**src/logic/rsq_pkg.sv**
```systemverilog
package rsq_pkg;

   // Clock and stage timing, figures in ns and derived cycle counts.
   localparam int unsigned CLK_PERIOD_NS  = 10;
   localparam int unsigned POR_DELAY_NS   = 10000;
   localparam int unsigned BOR_DELAY_NS   = 10000;
   localparam int unsigned POWER_UP_TIMER_UNIT_NS   = 1000000;
   localparam int unsigned FAIL_SAFE_CLOCK_MONITOR_DELAY_NS  = 100000;
   localparam int unsigned POR_DELAY_CYC  = (POR_DELAY_NS + CLK_PERIOD_NS - 1) / CLK_PERIOD_NS;
   localparam int unsigned BOR_DELAY_CYC  = (BOR_DELAY_NS + CLK_PERIOD_NS - 1) / CLK_PERIOD_NS;
   localparam int unsigned POWER_UP_TIMER_UNIT_CYC  = (POWER_UP_TIMER_UNIT_NS + CLK_PERIOD_NS - 1) / CLK_PERIOD_NS;
   localparam int unsigned FAIL_SAFE_CLOCK_MONITOR_DELAY_CYC = (FAIL_SAFE_CLOCK_MONITOR_DELAY_NS + CLK_PERIOD_NS - 1) / CLK_PERIOD_NS;
   localparam int unsigned TIMER_W        = 32;

   localparam logic [23:0] RESET_VECTOR = 24'h000000;

   // Register map, byte addresses.
   localparam int unsigned ADDR_W       = 8;
   localparam logic [7:0]  OFS_TRAP     = 8'h00;
   localparam logic [7:0]  OFS_CTRL     = 8'h04;
   localparam logic [7:0]  OFS_STATE    = 8'h08;
   localparam logic [7:0]  OFS_IRQ_STAT = 8'h0c;
   localparam logic [7:0]  OFS_IRQ_CLR  = 8'h10;
   localparam logic [7:0]  OFS_IRQ_EN   = 8'h14;

   localparam int unsigned TRAP_OSCILLATOR_FAILURE_FLAG_BIT = 1;
   localparam int unsigned CTRL_FAIL_SAFE_CLOCK_MONITOR_BIT    = 0;
   localparam int unsigned CTRL_POWER_UP_TIMER_LSB    = 1;
   localparam int unsigned POWER_UP_TIMER_SEL_W       = 3;
   localparam int unsigned STATE_W          = 5;
   localparam int unsigned STATE_MON_BIT    = 8;
   localparam int unsigned IRQ_W            = 3;
   localparam int unsigned IRQ_RUN_BIT      = 0;
   localparam int unsigned IRQ_FAIL_BIT     = 1;
   localparam int unsigned IRQ_BOR_BIT      = 2;
   localparam int unsigned HTRANS_ACT_BIT   = 1;
   localparam logic        HRESP_OKAY       = 1'b0;

   typedef enum logic [4:0] {
      ST_POR  = 5'h01,
      ST_BOR  = 5'h02,
      ST_POWER_UP_TIMER = 5'h04,
      ST_OSC  = 5'h08,
      ST_RUN  = 5'h10
   } rsq_state_e;

   typedef struct packed {
      logic              valid;
      logic              write;
      logic [ADDR_W-1:0] addr;
   } rsq_aphase_s;

   typedef struct packed {
      logic                  fail_safe_clock_monitor_en;
      logic [POWER_UP_TIMER_SEL_W-1:0] power_up_timer_sel;
   } rsq_ctrl_s;

   localparam rsq_ctrl_s CTRL_RESET = '{fail_safe_clock_monitor_en: 1'b0, power_up_timer_sel: 3'h0};

   typedef struct packed {
      logic clk_fail;
      logic osc_ready;
      logic bor_ok;
      logic por_ok;
   } rsq_pins_s;

endpackage : rsq_pkg

```
**src/logic/rsq_sync3.sv**
```systemverilog
`timescale 1ns/1ps
// Three-stage synchroniser; the output moves only once stages two and three agree.
module rsq_sync3 #(
   parameter int unsigned W = 1
) (
   input  wire logic         mclk_in,
   input  wire logic         rst_b_in,
   input  wire logic [W-1:0] d_in,
   output logic      [W-1:0] q_out
);

   logic [W-1:0] s1_ff;
   logic [W-1:0] s2_ff;
   logic [W-1:0] s3_ff;
   logic [W-1:0] q_ff;

   always_ff @(posedge mclk_in or negedge rst_b_in) begin
      if (!rst_b_in) begin
         s1_ff <= '0;
         s2_ff <= '0;
         s3_ff <= '0;
         q_ff  <= '0;
      end else begin
         s1_ff <= d_in;
         s2_ff <= s1_ff;
         s3_ff <= s2_ff;
         q_ff  <= (s3_ff & ~(s2_ff ^ s3_ff)) | (q_ff & (s2_ff ^ s3_ff));
      end
   end

   assign q_out = q_ff;

endmodule : rsq_sync3

```
**src/logic/rsq_sequencer.sv**
```systemverilog
// Chosen here: the AHB-Lite slave port and the register offsets.
`timescale 1ns/1ps
module rsq_sequencer #(
   parameter int unsigned POWER_UP_TIMER_UNIT_CYC  = rsq_pkg::POWER_UP_TIMER_UNIT_CYC,
   parameter int unsigned FAIL_SAFE_CLOCK_MONITOR_DELAY_CYC = rsq_pkg::FAIL_SAFE_CLOCK_MONITOR_DELAY_CYC
) (
   input  wire logic        mclk_in,
   input  wire logic        rst_b_in,
   input  wire logic        hsel_in,
   input  wire logic [31:0] haddr_in,
   input  wire logic [1:0]  htrans_in,
   input  wire logic        hwrite_in,
   input  wire logic [2:0]  hsize_in,
   input  wire logic [31:0] hwdata_in,
   input  wire logic        hready_in,
   output logic      [31:0] hrdata_out,
   output logic             hreadyout_out,
   output logic             hresp_out,
   input  wire logic        por_cmp_in,
   input  wire logic        bor_cmp_in,
   input  wire logic        osc_ready_in,
   input  wire logic        clk_fail_in,
   output logic             system_reset_line_out,
   output logic             osc_enable_out,
   output logic             cpu_reset_out,
   output logic      [23:0] reset_vector_out,
   output logic             monitor_active_out,
   output logic             irq_out
);

   localparam int unsigned TW = rsq_pkg::TIMER_W;

   rsq_pkg::rsq_pins_s       pins;
   rsq_pkg::rsq_state_e      state_ff;
   rsq_pkg::rsq_state_e      nxt_state;
   logic [TW-1:0]            timer_ff;
   logic [TW-1:0]            nxt_timer;
   logic [TW-1:0]            fail_safe_clock_monitor_cnt_ff;
   logic [TW-1:0]            power_up_timer_len;
   logic                     system_reset_line_ff;
   logic                     cpu_reset_ff;
   logic                     monitor_ff;
   logic                     oscillator_failure_flag_ff;
   logic [23:0]              vector_ff;
   rsq_pkg::rsq_ctrl_s       ctrl_ff;
   logic [rsq_pkg::IRQ_W-1:0] irq_stat_ff;
   logic [rsq_pkg::IRQ_W-1:0] irq_en_ff;
   logic [rsq_pkg::IRQ_W-1:0] irq_evt;
   rsq_pkg::rsq_aphase_s     ap_ff;
   logic                     rd_wait_ff;
   logic [31:0]              hrdata_ff;
   logic [31:0]              rd_val;
   logic                     ap_take;
   logic                     wr_stb;
   logic                     fail_evt;
   logic                     bor_evt;
   logic                     run_evt;

   // Supply comparators, oscillator ready and clock failure all arrive asynchronously.
   rsq_sync3 #(
      .W ($bits(rsq_pkg::rsq_pins_s))
   ) u_sync (
      .mclk_in  (mclk_in),
      .rst_b_in (rst_b_in),
      .d_in     ({clk_fail_in, osc_ready_in, bor_cmp_in, por_cmp_in}),
      .q_out    (pins)
   );

   always_comb begin
      if (ctrl_ff.power_up_timer_sel == '0) begin
         power_up_timer_len = TW'(1);
      end else begin
         power_up_timer_len = TW'(POWER_UP_TIMER_UNIT_CYC) << (ctrl_ff.power_up_timer_sel - 3'h1);
      end
   end

   // A power-on drop always wins over the sequence and a brown-out wins outside ST_POR, so a brown-out mid-boot restarts cleanly.
   always_comb begin
      nxt_state = state_ff;
      nxt_timer = timer_ff;
      if (!pins.por_ok) begin
         nxt_state = rsq_pkg::ST_POR;
         nxt_timer = TW'(rsq_pkg::POR_DELAY_CYC);
      end else if (!pins.bor_ok && state_ff != rsq_pkg::ST_POR) begin
         nxt_state = rsq_pkg::ST_BOR;
         nxt_timer = TW'(rsq_pkg::BOR_DELAY_CYC);
      end else begin
         case (state_ff)
            rsq_pkg::ST_POR: begin
               if (timer_ff == '0) begin
                  nxt_state = rsq_pkg::ST_BOR;
                  nxt_timer = TW'(rsq_pkg::BOR_DELAY_CYC);
               end else begin
                  nxt_timer = timer_ff - TW'(1);
               end
            end
            rsq_pkg::ST_BOR: begin
               if (timer_ff == '0) begin
                  nxt_state = rsq_pkg::ST_POWER_UP_TIMER;
                  nxt_timer = power_up_timer_len;
               end else begin
                  nxt_timer = timer_ff - TW'(1);
               end
            end
            rsq_pkg::ST_POWER_UP_TIMER: begin
               if (timer_ff == '0) begin
                  nxt_state = rsq_pkg::ST_OSC;
               end else begin
                  nxt_timer = timer_ff - TW'(1);
               end
            end
            rsq_pkg::ST_OSC: begin
               if (pins.osc_ready) begin
                  nxt_state = rsq_pkg::ST_RUN;
               end
            end
            rsq_pkg::ST_RUN: begin
               nxt_state = rsq_pkg::ST_RUN;
            end
            default: begin
               nxt_state = rsq_pkg::ST_POR;
               nxt_timer = TW'(rsq_pkg::POR_DELAY_CYC);
            end
         endcase
      end
   end

   always_ff @(posedge mclk_in or negedge rst_b_in) begin
      if (!rst_b_in) begin
         state_ff <= rsq_pkg::ST_POR;
         timer_ff <= TW'(rsq_pkg::POR_DELAY_CYC);
      end else begin
         state_ff <= nxt_state;
         timer_ff <= nxt_timer;
      end
   end

   always_ff @(posedge mclk_in or negedge rst_b_in) begin
      if (!rst_b_in) begin
         system_reset_line_ff    <= 1'b1;
         cpu_reset_ff <= 1'b1;
         vector_ff    <= rsq_pkg::RESET_VECTOR;
      end else begin
         // system reset drops after the timer
         system_reset_line_ff    <= (nxt_state == rsq_pkg::ST_POR) || (nxt_state == rsq_pkg::ST_BOR) ||
                         (nxt_state == rsq_pkg::ST_POWER_UP_TIMER);
         cpu_reset_ff <= (nxt_state != rsq_pkg::ST_RUN);
         vector_ff    <= rsq_pkg::RESET_VECTOR;
      end
   end

   always_ff @(posedge mclk_in or negedge rst_b_in) begin
      if (!rst_b_in) begin
         fail_safe_clock_monitor_cnt_ff <= TW'(FAIL_SAFE_CLOCK_MONITOR_DELAY_CYC);
         monitor_ff  <= 1'b0;
      end else if (state_ff != rsq_pkg::ST_RUN || !ctrl_ff.fail_safe_clock_monitor_en) begin
         fail_safe_clock_monitor_cnt_ff <= TW'(FAIL_SAFE_CLOCK_MONITOR_DELAY_CYC);
         monitor_ff  <= 1'b0;
      end else if (fail_safe_clock_monitor_cnt_ff != '0) begin
         fail_safe_clock_monitor_cnt_ff <= fail_safe_clock_monitor_cnt_ff - TW'(1);
      end else begin
         monitor_ff  <= 1'b1;
      end
   end

   assign fail_evt = monitor_ff & pins.clk_fail;
   assign bor_evt  = pins.por_ok & ~pins.bor_ok & (state_ff != rsq_pkg::ST_POR) &
                     (state_ff != rsq_pkg::ST_BOR);
   assign run_evt  = (state_ff == rsq_pkg::ST_OSC) && (nxt_state == rsq_pkg::ST_RUN);

   // Bus slave: reads take one wait state so the data comes from a flop and sees prior writes.
   assign ap_take = hsel_in & htrans_in[rsq_pkg::HTRANS_ACT_BIT] & hready_in;
   assign wr_stb  = ap_ff.valid & ap_ff.write & hready_in;

   always_ff @(posedge mclk_in or negedge rst_b_in) begin
      if (!rst_b_in) begin
         ap_ff      <= '0;
         rd_wait_ff <= 1'b0;
      end else begin
         if (hready_in) begin
            ap_ff <= '{valid: ap_take, write: hwrite_in, addr: haddr_in[rsq_pkg::ADDR_W-1:0]};
         end
         rd_wait_ff <= ap_take & ~hwrite_in;
      end
   end

   always_comb begin
      rd_val = '0;
      case (ap_ff.addr)
         rsq_pkg::OFS_TRAP: begin
            rd_val[rsq_pkg::TRAP_OSCILLATOR_FAILURE_FLAG_BIT] = oscillator_failure_flag_ff;
         end
         rsq_pkg::OFS_CTRL: begin
            rd_val[rsq_pkg::CTRL_FAIL_SAFE_CLOCK_MONITOR_BIT] = ctrl_ff.fail_safe_clock_monitor_en;
            rd_val[rsq_pkg::CTRL_POWER_UP_TIMER_LSB +: rsq_pkg::POWER_UP_TIMER_SEL_W] = ctrl_ff.power_up_timer_sel;
         end
         rsq_pkg::OFS_STATE: begin
            rd_val[rsq_pkg::STATE_W-1:0]   = state_ff;
            rd_val[rsq_pkg::STATE_MON_BIT] = monitor_ff;
         end
         rsq_pkg::OFS_IRQ_STAT: begin
            rd_val[rsq_pkg::IRQ_W-1:0] = irq_stat_ff;
         end
         rsq_pkg::OFS_IRQ_EN: begin
            rd_val[rsq_pkg::IRQ_W-1:0] = irq_en_ff;
         end
         default: begin
            rd_val = '0;
         end
      endcase
   end

   always_ff @(posedge mclk_in or negedge rst_b_in) begin
      if (!rst_b_in) begin
         hrdata_ff <= '0;
      end else if (rd_wait_ff) begin
         hrdata_ff <= rd_val;
      end
   end

   always_ff @(posedge mclk_in or negedge rst_b_in) begin
      if (!rst_b_in) begin
         ctrl_ff   <= rsq_pkg::CTRL_RESET;
         irq_en_ff <= '0;
      end else if (wr_stb) begin
         if (ap_ff.addr == rsq_pkg::OFS_CTRL) begin
            ctrl_ff <= '{fail_safe_clock_monitor_en:  hwdata_in[rsq_pkg::CTRL_FAIL_SAFE_CLOCK_MONITOR_BIT],
                         power_up_timer_sel: hwdata_in[rsq_pkg::CTRL_POWER_UP_TIMER_LSB +: rsq_pkg::POWER_UP_TIMER_SEL_W]};
         end
         if (ap_ff.addr == rsq_pkg::OFS_IRQ_EN) begin
            irq_en_ff <= hwdata_in[rsq_pkg::IRQ_W-1:0];
         end
      end
   end

   // failure trap flag, set wins over a clearing write of 0
   always_ff @(posedge mclk_in or negedge rst_b_in) begin
      if (!rst_b_in) begin
         oscillator_failure_flag_ff <= 1'b0;
      end else if (fail_evt) begin
         oscillator_failure_flag_ff <= 1'b1;
      end else if (wr_stb && ap_ff.addr == rsq_pkg::OFS_TRAP &&
                   !hwdata_in[rsq_pkg::TRAP_OSCILLATOR_FAILURE_FLAG_BIT]) begin
         oscillator_failure_flag_ff <= 1'b0;
      end
   end

   always_comb begin
      irq_evt = '0;
      irq_evt[rsq_pkg::IRQ_RUN_BIT]  = run_evt;
      irq_evt[rsq_pkg::IRQ_FAIL_BIT] = fail_evt;
      irq_evt[rsq_pkg::IRQ_BOR_BIT]  = bor_evt;
   end

   always_ff @(posedge mclk_in or negedge rst_b_in) begin
      if (!rst_b_in) begin
         irq_stat_ff <= '0;
      end else if (wr_stb && ap_ff.addr == rsq_pkg::OFS_IRQ_CLR) begin
         irq_stat_ff <= (irq_stat_ff & ~hwdata_in[rsq_pkg::IRQ_W-1:0]) | irq_evt;
      end else begin
         irq_stat_ff <= irq_stat_ff | irq_evt;
      end
   end

   assign hrdata_out            = hrdata_ff;
   assign hreadyout_out         = ~rd_wait_ff;
   assign hresp_out             = rsq_pkg::HRESP_OKAY;
   assign system_reset_line_out = system_reset_line_ff;
   assign osc_enable_out        = ~system_reset_line_ff;
   assign cpu_reset_out         = cpu_reset_ff;
   assign reset_vector_out      = vector_ff;
   assign monitor_active_out    = monitor_ff;
   assign irq_out               = |(irq_stat_ff & irq_en_ff);
endmodule : rsq_sequencer

```
**config.mk**
```make
export PLATFORM = sky130hd
export DESIGN_NAME = rsq_sequencer
export DESIGN_NICKNAME = d
export VERILOG_FILES = /design/src/logic/rsq_pkg.sv /design/src/logic/rsq_sync3.sv /design/src/logic/rsq_sequencer.sv
export SDC_FILE = /design/constraint.sdc
export NUM_CORES = 1
export LEC_CHECK = 0
export BUFFER_PORTS_ARGS = -buffer_cell sky130_fd_sc_hd__clkbuf_2
export CAP_MARGIN = 5
export CORE_MARGIN = 5
export CORE_UTILIZATION = 55
export DETAILED_ROUTE_END_ITERATION = 16
export HOLD_SLACK_MARGIN = 0.06
export PLACE_DENSITY_LB_ADDON = 0.15
export SLEW_MARGIN = 25
export SYNTH_ARGS = -nofsm -noshare
export SYNTH_HDL_FRONTEND = slang
export SYNTH_SLANG_ARGS = --single-unit
```
**constraint.sdc**
```tcl
create_clock -name mclk_in -period 3 [get_ports mclk_in]
set_clock_uncertainty 0.05 [all_clocks]
set_input_delay 0.15 -clock mclk_in [delete_from_list [all_inputs] [get_ports mclk_in]]
set_output_delay 0.15 -clock mclk_in [all_outputs]
set_load 0.02 [all_outputs]
```
## Word-level counts from Yosys, hierarchy flattened

Cells that the tools add are included.

- Register bits after elaboration: 116
- Bits in latches: 0
- Memory bits (writable): 0
- Bits in read-only memories: 0
- Output and inout bits: 63
- Memories: 0

- Add/subtract/negate cells: 3
- Multiply operators: 0
- Div/mod/pow operators: 0
- Order comparisons: 0
- Eq/ne operators: 21
- Shifts and indexed selects: 1
- Multiplexer cells: 27
- Bitwise logic cells: 23
- Reductions and logical operators: 22

Operator list:

| kind | count |
|---|---|
| $mux W32 | 8 |
| $pmux W32 S4 | 1 |
| $sub A32 B1 Y32 const B | 2 |
| $logic_not A32 Y1 | 1 |
| $reduce_bool A32 Y1 | 1 |
| $shl A17 B3 Y32 const A | 1 |
| $mux W5 | 6 |
| $pmux W5 S5 | 1 |
| $eq A8 B4 Y1 const B | 2 |
| $eq A8 B5 Y1 const B | 2 |
| $eq A5 B1 Y1 const B | 2 |
| $eq A5 B2 Y1 const B | 2 |
| $eq A5 B3 Y1 const B | 2 |
| $eq A5 B5 Y1 const B | 2 |
| $ne A5 B5 Y1 const B | 2 |
| $and A1 B1 Y1 | 9 |
| $and A4 B4 Y4 | 2 |
| $eq A8 B3 Y1 const B | 1 |
| $logic_not A8 Y1 | 1 |
| $pmux W1 S4 | 2 |
| $and A3 B3 Y3 | 2 |
| $mux W1 | 6 |
| $or A3 B3 Y3 | 2 |
| $reduce_and A2 Y1 | 3 |
| other kinds (22) | 34 |

## Logic depth before layout (Yosys ltp)

Gate-level depths: netlist (run 1).

- Depth after elaboration: 9
- Mapped depth: 10
- Mapped depth without buffers: 9

## By module

From an unflattened synthesis (run 1), not the netlist that was laid out.

- Cell total of the unflattened synthesis: 696
- Area, all modules: 6471.2 um^2

By module, submodules not included:

| module | times used | cells an instance | area an instance (um^2) | sequential area each (um^2) |
|---|---|---|---|---|
| rsq_sequencer | 1 | 676 | 6025.8 | 2519.9 |
| rsq_sync3 | 1 | 20 | 445.4 | 400.4 |

## Least setup slack after synthesis (run 1)

Ideal clock, no wire load.

- Kind: register to register
- Start point: reg fail_safe_clock_monitor_cnt_ff[15]
- End point: reg fail_safe_clock_monitor_cnt_ff[29]
- Arrival: 2553 ps
- Slack: 319 ps
- Stages on the path, launching flop included: 7
- Period minus slack after synthesis: 2681 ps
- Path through: dfrtp_1 or4_4 or4b_4 buf_6 or3_4 or4_1 a21oi_1

- Cells in the longest elaborated chain, start to end: 3
- Elaborated cells between the ends (all ways): 5

RTL lines:

| what | line | text |
|---|---|---|
| from (decl) | rsq_sequencer.sv:38 | `logic [TW-1:0] fail_safe_clock_monitor_cnt_ff;` |
| from (signal assigned) | rsq_sequencer.sv:154 | `fail_safe_clock_monitor_cnt_ff <= TW'(FAIL_SAFE_CLOCK_MONITOR_DELAY_CYC);` |
| from (signal assigned) | rsq_sequencer.sv:157 | `fail_safe_clock_monitor_cnt_ff <= TW'(FAIL_SAFE_CLOCK_MONITOR_DELAY_CYC);` |
| from (signal assigned) | rsq_sequencer.sv:160 | `fail_safe_clock_monitor_cnt_ff <= fail_safe_clock_monitor_cnt_ff - TW'(1);` |
| $sub A32 B1 Y32 | rsq_sequencer.sv:160 |  |
| $mux W32 | rsq_sequencer.sv:159 | `end else if (fail_safe_clock_monitor_cnt_ff != '0) begin` |
| $mux W32 | rsq_sequencer.sv:156 | `end else if (state_ff != rsq_pkg::ST_RUN \|\| !ctrl_ff.fail_safe_clock_monitor_en) begin` |

Several ways; a longest one is shown, not always the timed one. The select of a mux whose other input is x is not followed.
A chain may end at the register's enable or synchronous reset.

## Final worst setup path (run 1)

- Start point: reg timer_ff[13]
- End point: reg timer_ff[28]

- Cells in the longest elaborated chain, start to end: 5
- Elaborated cells between the ends (all ways): 10

RTL lines:

| what | line | text |
|---|---|---|
| from (decl) | rsq_sequencer.sv:36 | `logic [TW-1:0] timer_ff;` |
| from (signal assigned) | rsq_sequencer.sv:131 | `timer_ff <= TW'(rsq_pkg::POR_DELAY_CYC);` |
| from (signal assigned) | rsq_sequencer.sv:134 | `timer_ff <= nxt_timer;` |
| $sub A32 B1 Y32 / $logic_not A32 Y1 (equally long branches) | - |  |
| $mux W32 (on tied branches) | rsq_sequencer.sv:106, rsq_sequencer.sv:90, rsq_sequencer.sv:98 |  |
| $pmux W32 S4 | rsq_sequencer.sv:88 | `case (state_ff)` |
| $mux W32 | rsq_sequencer.sv:84 | `end else if (!pins.bor_ok && state_ff != rsq_pkg::ST_POR) begin` |
| $mux W32 | rsq_sequencer.sv:81 | `if (!pins.por_ok) begin` |

Several ways; a longest one is shown, not always the timed one. The select of a mux whose other input is x is not followed.

==> results of run 1 <==
worst paths after layout:
check / startpoint / to / cells past startpoint
max: timer_ff[13]$_DFFE_PN0P_ / timer_ff[28]$_DFFE_PN0P_ / 6
min: hready_in / ap_ff[9]$_DFFE_PN0P_ / 2
max reg2reg: timer_ff[13]$_DFFE_PN0P_ / timer_ff[28]$_DFFE_PN0P_ / 6
min reg2reg: u_sync.s1_ff[0]$_DFF_PN0_ / u_sync.s2_ff[0]$_DFF_PN0_ / 0
max in group asynchronous: rst_b_in / fail_safe_clock_monitor_cnt_ff[9]$_DFFE_PN1P_ / 3
min in group asynchronous: rst_b_in / timer_ff[22]$_DFFE_PN0P_ / 2
repair_timing:
item	4_1_cts	5_1_grt
endpoints found under the setup margin	0	7
hold buffers	21	0
endpoints found under the hold margin	73	0
resized for setup	0	3
final cells by class:
| cell class | instances | share of cell area |
|---|---|---|
| well taps | 143 | 0.0234 |
| flip-flops and latches | 116 | 0.382 |
| multi-input cells | 507 | 0.417 |
| clock inverters | 15 | 0.0218 |
| repair buffers | 91 | 0.0890 |
| inverters | 22 | 0.0111 |
| clock buffers | 17 | 0.0556 |
metal layers:
| layer | wire length [um] | vias up | part of all wire | GRT usage |
|---|---|---|---|---|
| met4 | 228 | 0 | 0.015 | 0.0739 |
| met1 | 6720 | 2547 | 0.44 | 0.292 |
| li1 | - | 2533 | - | - |
| met3 | 816 | 21 | 0.054 | 0.0564 |
| met2 | 7340 | 161 | 0.49 | 0.361 |
| met5 | 0 | - | 0 | 0 |
cells by family after synthesis:
logic type               synth area share
AO/OA/AOI/OAI                       0.149
multiplexers                       0.0354
buffers and inverters              0.0926
adder cells (fa/ha/maj)            0.0254
XOR/XNOR                           0.0377
AND/OR/NAND/NOR                     0.211
flip-flops                          0.449
other                            0.000576
state kept, by name (all words and copies together), names as in the netlist, named ones only:
| signal | flops |
|---|---|
| fail_safe_clock_monitor_cnt_ff | 32 |
| timer_ff | 32 |
| ap_ff | 10 |
| hrdata_out | 6 |
| state_ff | 5 |
| ctrl_ff | 4 |
| u_sync.s1_ff | 4 |
| u_sync.s2_ff | 4 |
| u_sync.s3_ff | 4 |
| irq_en_ff | 3 |
| irq_stat_ff | 3 |
| cpu_reset_out | 1 |
| monitor_active_out | 1 |
| oscillator_failure_flag_ff | 1 |
| rd_wait_ff | 1 |
| system_reset_line_out | 1 |
critical path, cell delays in order (launching register included):
cell and delay (ps):
dfrtp_1 420, or4_1 570, buf_4 190, or4_1 560
or4_4 590, or3_1 310, o21ai_0 90
synthesized netlist by cell type, drive strengths merged, types with 3 or more instances:
| cell type | instances |
|---|---|
| o311ai | 3 |
| nor4 | 22 |
| nand4 | 4 |
| nor2 | 57 |
| or3 | 17 |
| nand3 | 14 |
| and2 | 3 |
| clkbuf | 23 |
| ha | 10 |
| dfstp | 14 |
| o21a | 4 |
| a211oi | 6 |
| o221ai | 5 |
| o22ai | 3 |
| dfrtp | 102 |
| a31o | 5 |
| a22o | 10 |
| o31ai | 8 |
| and3 | 4 |
| o21ai | 51 |
| nor4b | 5 |
| mux2i | 5 |
| nand2b | 6 |
| buf | 60 |
| mux2 | 16 |
| or2 | 4 |
| nand2 | 44 |
| maj3 | 4 |
| or4 | 16 |
| inv | 21 |
| a21oi | 26 |
| nor3 | 37 |
| xnor2 | 20 |
| xor2 | 8 |
power by group through the flow:
stage | clock, mW | combinational, mW | sequential (mW)
2_1_floorplan | 0 | 0.259 | 1.70
3_3_place_gp | 0 | 0.315 | 1.71
3_5_place_dp | 0 | 0.324 | 1.71
4_1_cts | 2.06 | 0.346 | 1.69
5_1_grt | 2.14 | 0.384 | 1.69
6_report | 2.03 | 0.347 | 1.69
through the flow:
stage | hold WS, ps | setup slack [ps] | total power [mW] | instance area (um2)
after detailed placement | 185 | 170 | 2.04 | 6840
after global routing | 214 | 29.7 | 4.22 | 7650
after global placement | 182 | 211 | 2.02 | 6840
final | 167 | 130 | 4.07 | 7650
after floorplan | -196 | 319 | 1.96 | 6700
after CTS | 144 | 157 | 4.10 | 7640
==> run metrics, run 1 <==
Filler cells 918; Non-Filler Instances 911; VDD IR max 484 uV; total gr overflow 0; period utilization 0.957; starting DRC count in detailed routing 463; multi-input logic area 3190 um2; post-route minimum period 2870 ps; largest area contributor in the netlist dfrtp_1; CP required 3280 ps; I/O pin count 141; Least-Margin Pin Slew 944 ps; Clock Power Share 0.500; Comb pwr share 0.085; kind of critical path reg -> reg; vias per cell 5.78; antenna violations before repair 0; sw power 1.07 mW; Slew headroom 0.371; Fin. Hold Viols 0; clock sinks 116; antenna-violating nets left 0; Most used DFF post-synth dfrtp_1; Mapped Cells 678; commonest non-fill, non-tap cell in the layout dfrtp_1; Post-CTS Setup Inserts 0; type of origin of the critical path register; Max Root-Sink Buffers 2; Worst Hold Class in -> reg; final setup fails 0; Cell Rows 39; post-layout util 0.664; sequential cell area 2920 um2; Synth Area per Inst 9.60 um2; Lkg Pwr 3.35 nW; sw frac 0.262; Post-synth EDFFs 0; CTS root buf clkbuf_16; status complete, no violations; GP Congestion 0.870; worst reg2reg setup slack 130 ps; vias in the first global route 5244; routed len/inst 16.6 um; Starting Density 0.565; CTS Buf Count 17; max-slew violations 0; overall routed net length 15.1 mm; commonest cells after routing, fill and taps aside dfrtp_1, nor2_1, conb_1; chip height 119 um; Die X-Extent 119 um; routed via count 5262; CTS HTree Levels 4; Async SR Flop Fraction 1.00; all-layer global routing usage 0.222; Seq/Total Area, Yosys 0.449; core area 11500 um2; top cells by area, synth dfrtp_1, buf_4, dfstp_2; clk_lat worst skew 420 ps; Syn Std Cell Area 6510 um2; total of max-cap violations 0; RSZ-0062 raised after global routing no; area growth from synthesis to layout 17.4%; setup TNS 0 ps; Setup crit end kind register; Yosys warnings 0; number of synthesized register bits 116; Pint 3.00 mW; share of power burned in registers 0.415; first-pass GRT wire length 25.7 mm; DPL Wire Length 10.5 mm; Residual DRC 0; Worst Path Arrival 3150 ps; largest net degree at the start of global routing 55; fraction of layout cells with a size suffix above 1 0.208; fmax 0.348 GHz; Yosys top cell area share 0.392; Final #Nets 843; die area 14100 um2; Power Density 532 nW/um2; Worst-path clk slew 60 ps; Placed Cells 858; First-pass DRT Iterations 5; CTS tree built; # port buffers 33; distinct cell type count after synthesis 76; ant diodes 0; crit path max fanout 6
Note: power is estimated with default switching activity, not from simulation.
==> run 2, diff against run 1 <==
--- a/config.mk
+++ b/config.mk
@@ -8,7 +8,8 @@
 export BUFFER_PORTS_ARGS = -buffer_cell sky130_fd_sc_hd__clkbuf_2
 export CAP_MARGIN = 5
 export CORE_MARGIN = 5
-export CORE_UTILIZATION = 55
+export CORE_UTILIZATION = 56
+export CTS_BUF_LIST = sky130_fd_sc_hd__clkbuf_2
 export DETAILED_ROUTE_END_ITERATION = 16
 export HOLD_SLACK_MARGIN = 0.06
 export PLACE_DENSITY_LB_ADDON = 0.15
==> run 2 against run 1 <==
Compared with the run above: cell count is 2.5% higher; combinational power is 9.2% higher; sequential power hardly changed; sequential cell count stayed put; first-iteration DRC count is 19% lower; global-route usage is 0.32 points lower; count of clock-buffer cells in the layout is 4 higher; setup slack better by 11 ps; register-to-register slack hardly changed; power is 23% lower; fmax is 0.38% higher; sequential share of layout area is 0.64 points higher.
==> run metrics, run 2 (synthesized netlist as in run 1, its figures left out) <==
CP delay by family, top simple AND/OR/NAND/NOR gates; chip height 118 um; overall routed net length 15.1 mm; Residual DRC 0; RSZ-0062 raised after global routing no; post-route minimum period 2860 ps; setup TNS 0 ps; Least-Margin Pin Slew 986 ps; largest registers fail_safe_clock_monitor_cnt_ff x32, timer_ff x32, ap_ff x10; First-pass DRT Iterations 6; DPL Wire Length 10.2 mm; area growth from synthesis to layout 15.5%; starting DRC count in detailed routing 374; routed via count 5377; first-pass GRT wire length 25.3 mm; status complete, no violations; antenna-violating nets left 0; commonest non-fill, non-tap cell in the layout dfrtp_1; routed len/inst 16.2 um; final setup fails 0; Filler cells 941; Setup crit end kind register; Critical Path Slowest Stage Cell or4b_2; Worst-path clk slew 180 ps; clock sinks 116; kind of critical path reg -> reg; vias in the first global route 5258; Lkg Pwr 3.30 nW; Power Density 417 nW/um2; vias per cell 5.76; CTS HTree Levels 4; CTS tree built; die area 13900 um2; max incr delay on CP 690 ps; largest net degree at the start of global routing 48; pre-CTS WS 174 ps; total gr overflow 0; core area 11400 um2; antenna violations before repair 0; commonest cells after routing, fill and taps aside dfrtp_1, nor2_1, clkbuf_2; CTS root buf clkbuf_2; Starting Density 0.570; fraction of layout cells with a size suffix above 1 0.204; fmax 0.350 GHz; VDD IR max 447 uV; Max Root-Sink Buffers 2; Cell Rows 39; Worst Hold Class in -> reg; CP bufs+invs 2; CP Cell Sequence or3_1 > nor4_2 > nand4_1 > buf_4 > buf_4 > or4b_2 > o21ai_0 > a22o_1; Fin. Hold Viols 0; total of max-cap violations 0; Slew headroom 0.343; Die X-Extent 118 um; crit path max fanout 6; max-slew violations 0; GP Congestion 0.910; Critical Path Most Common Cell buf_4; clk_lat worst skew 690 ps; post-route cell area 7520 um2; # port buffers 33; final setup margin 141 ps; I/O pin count 141; CTS Buf Count 17; Worst Path Arrival 3410 ps; all-layer global routing usage 0.219; CP required 3550 ps; type of origin of the critical path register; Final #Nets 866; ant diodes 0; Placed Area 6840 um2; period utilization 0.953
==> run 2: routing by layer <==
| metal | track usage | vias to the layer above | part of all wire |
|---|---|---|---|
| met5 | 0 | - | 0 |
| met4 | 0.0875 | 0 | 0.019 |
| met3 | 0.0418 | 30 | 0.046 |
| met2 | 0.363 | 151 | 0.49 |
| met1 | 0.282 | 2622 | 0.44 |
| li1 | - | 2574 | - |
==> run 2: timing repair <==
item / CTS / global route
endpoints found under the hold margin: 133 / 0
buffers inserted: 0 / 1
hold buffers: 41 / 0
gates resized for setup: 0 / 1
endpoints found under the setup margin: 0 / 3
==> run 2: worst reg2reg max path: cells and delay by family (launching register included) <==
family | cells | cell delay, ps
AO/OA/AOI/OAI | 2 | 280
flip-flops | 1 | 470
buffers and inverters | 2 | 330
AND/OR/NAND/NOR | 4 | 1680
==> run 2: worst paths after layout <==
kind / startpoint / endpoint / slack, ps / depth (start not counted)
setup / recovery: timer_ff[25]$_DFFE_PN0P_ / timer_ff[23]$_DFFE_PN0P_ / 140 / 8
hold / removal: hwdata_in[3] / ctrl_ff[2]$_DFFE_PN0P_ / 200 / 3
setup reg to reg: timer_ff[25]$_DFFE_PN0P_ / timer_ff[23]$_DFFE_PN0P_ / 140 / 8
hold reg to reg: u_sync.s1_ff[3]$_DFF_PN0_ / u_sync.s2_ff[3]$_DFF_PN0_ / 330 / 0
max in group asynchronous: rst_b_in / fail_safe_clock_monitor_cnt_ff[10]$_DFFE_PN1P_ / 1970 / 4
min in group asynchronous: rst_b_in / fail_safe_clock_monitor_cnt_ff[13]$_DFFE_PN1P_ / 550 / 3
==> run 2: final cells by class <==
class | instances | area, um2 | share of cell area
clock buffers | 21 | 105 | 0.0140
clock inverters | 11 | 139 | 0.0185
inverters | 22 | 82.6 | 0.0110
multi-input cells | 507 | 3190 | 0.424
flip-flops and latches | 116 | 2920 | 0.388
well taps | 143 | 179 | 0.0238
repair buffers | 114 | 908 | 0.121
==> run 2: per-stage QoR <==
step	hold slack, ps	power [mW]	std cells	util
after global placement	183	2.02	860	0.599
after floorplan	-196	1.96	728	-
after detailed placement	188	2.03	860	0.599
final	196	3.14	934	0.659
after CTS	93.3	3.17	933	0.658
after global routing	175	3.28	934	0.659
==> run 2: power breakdown <==
part           internal, mW  total (mW)  switching (mW)  leakage, nW
clock                 0.471        1.07           0.600        0.147
sequential             1.63        1.69          0.0579         1.48
combinational         0.157       0.379           0.222         1.67
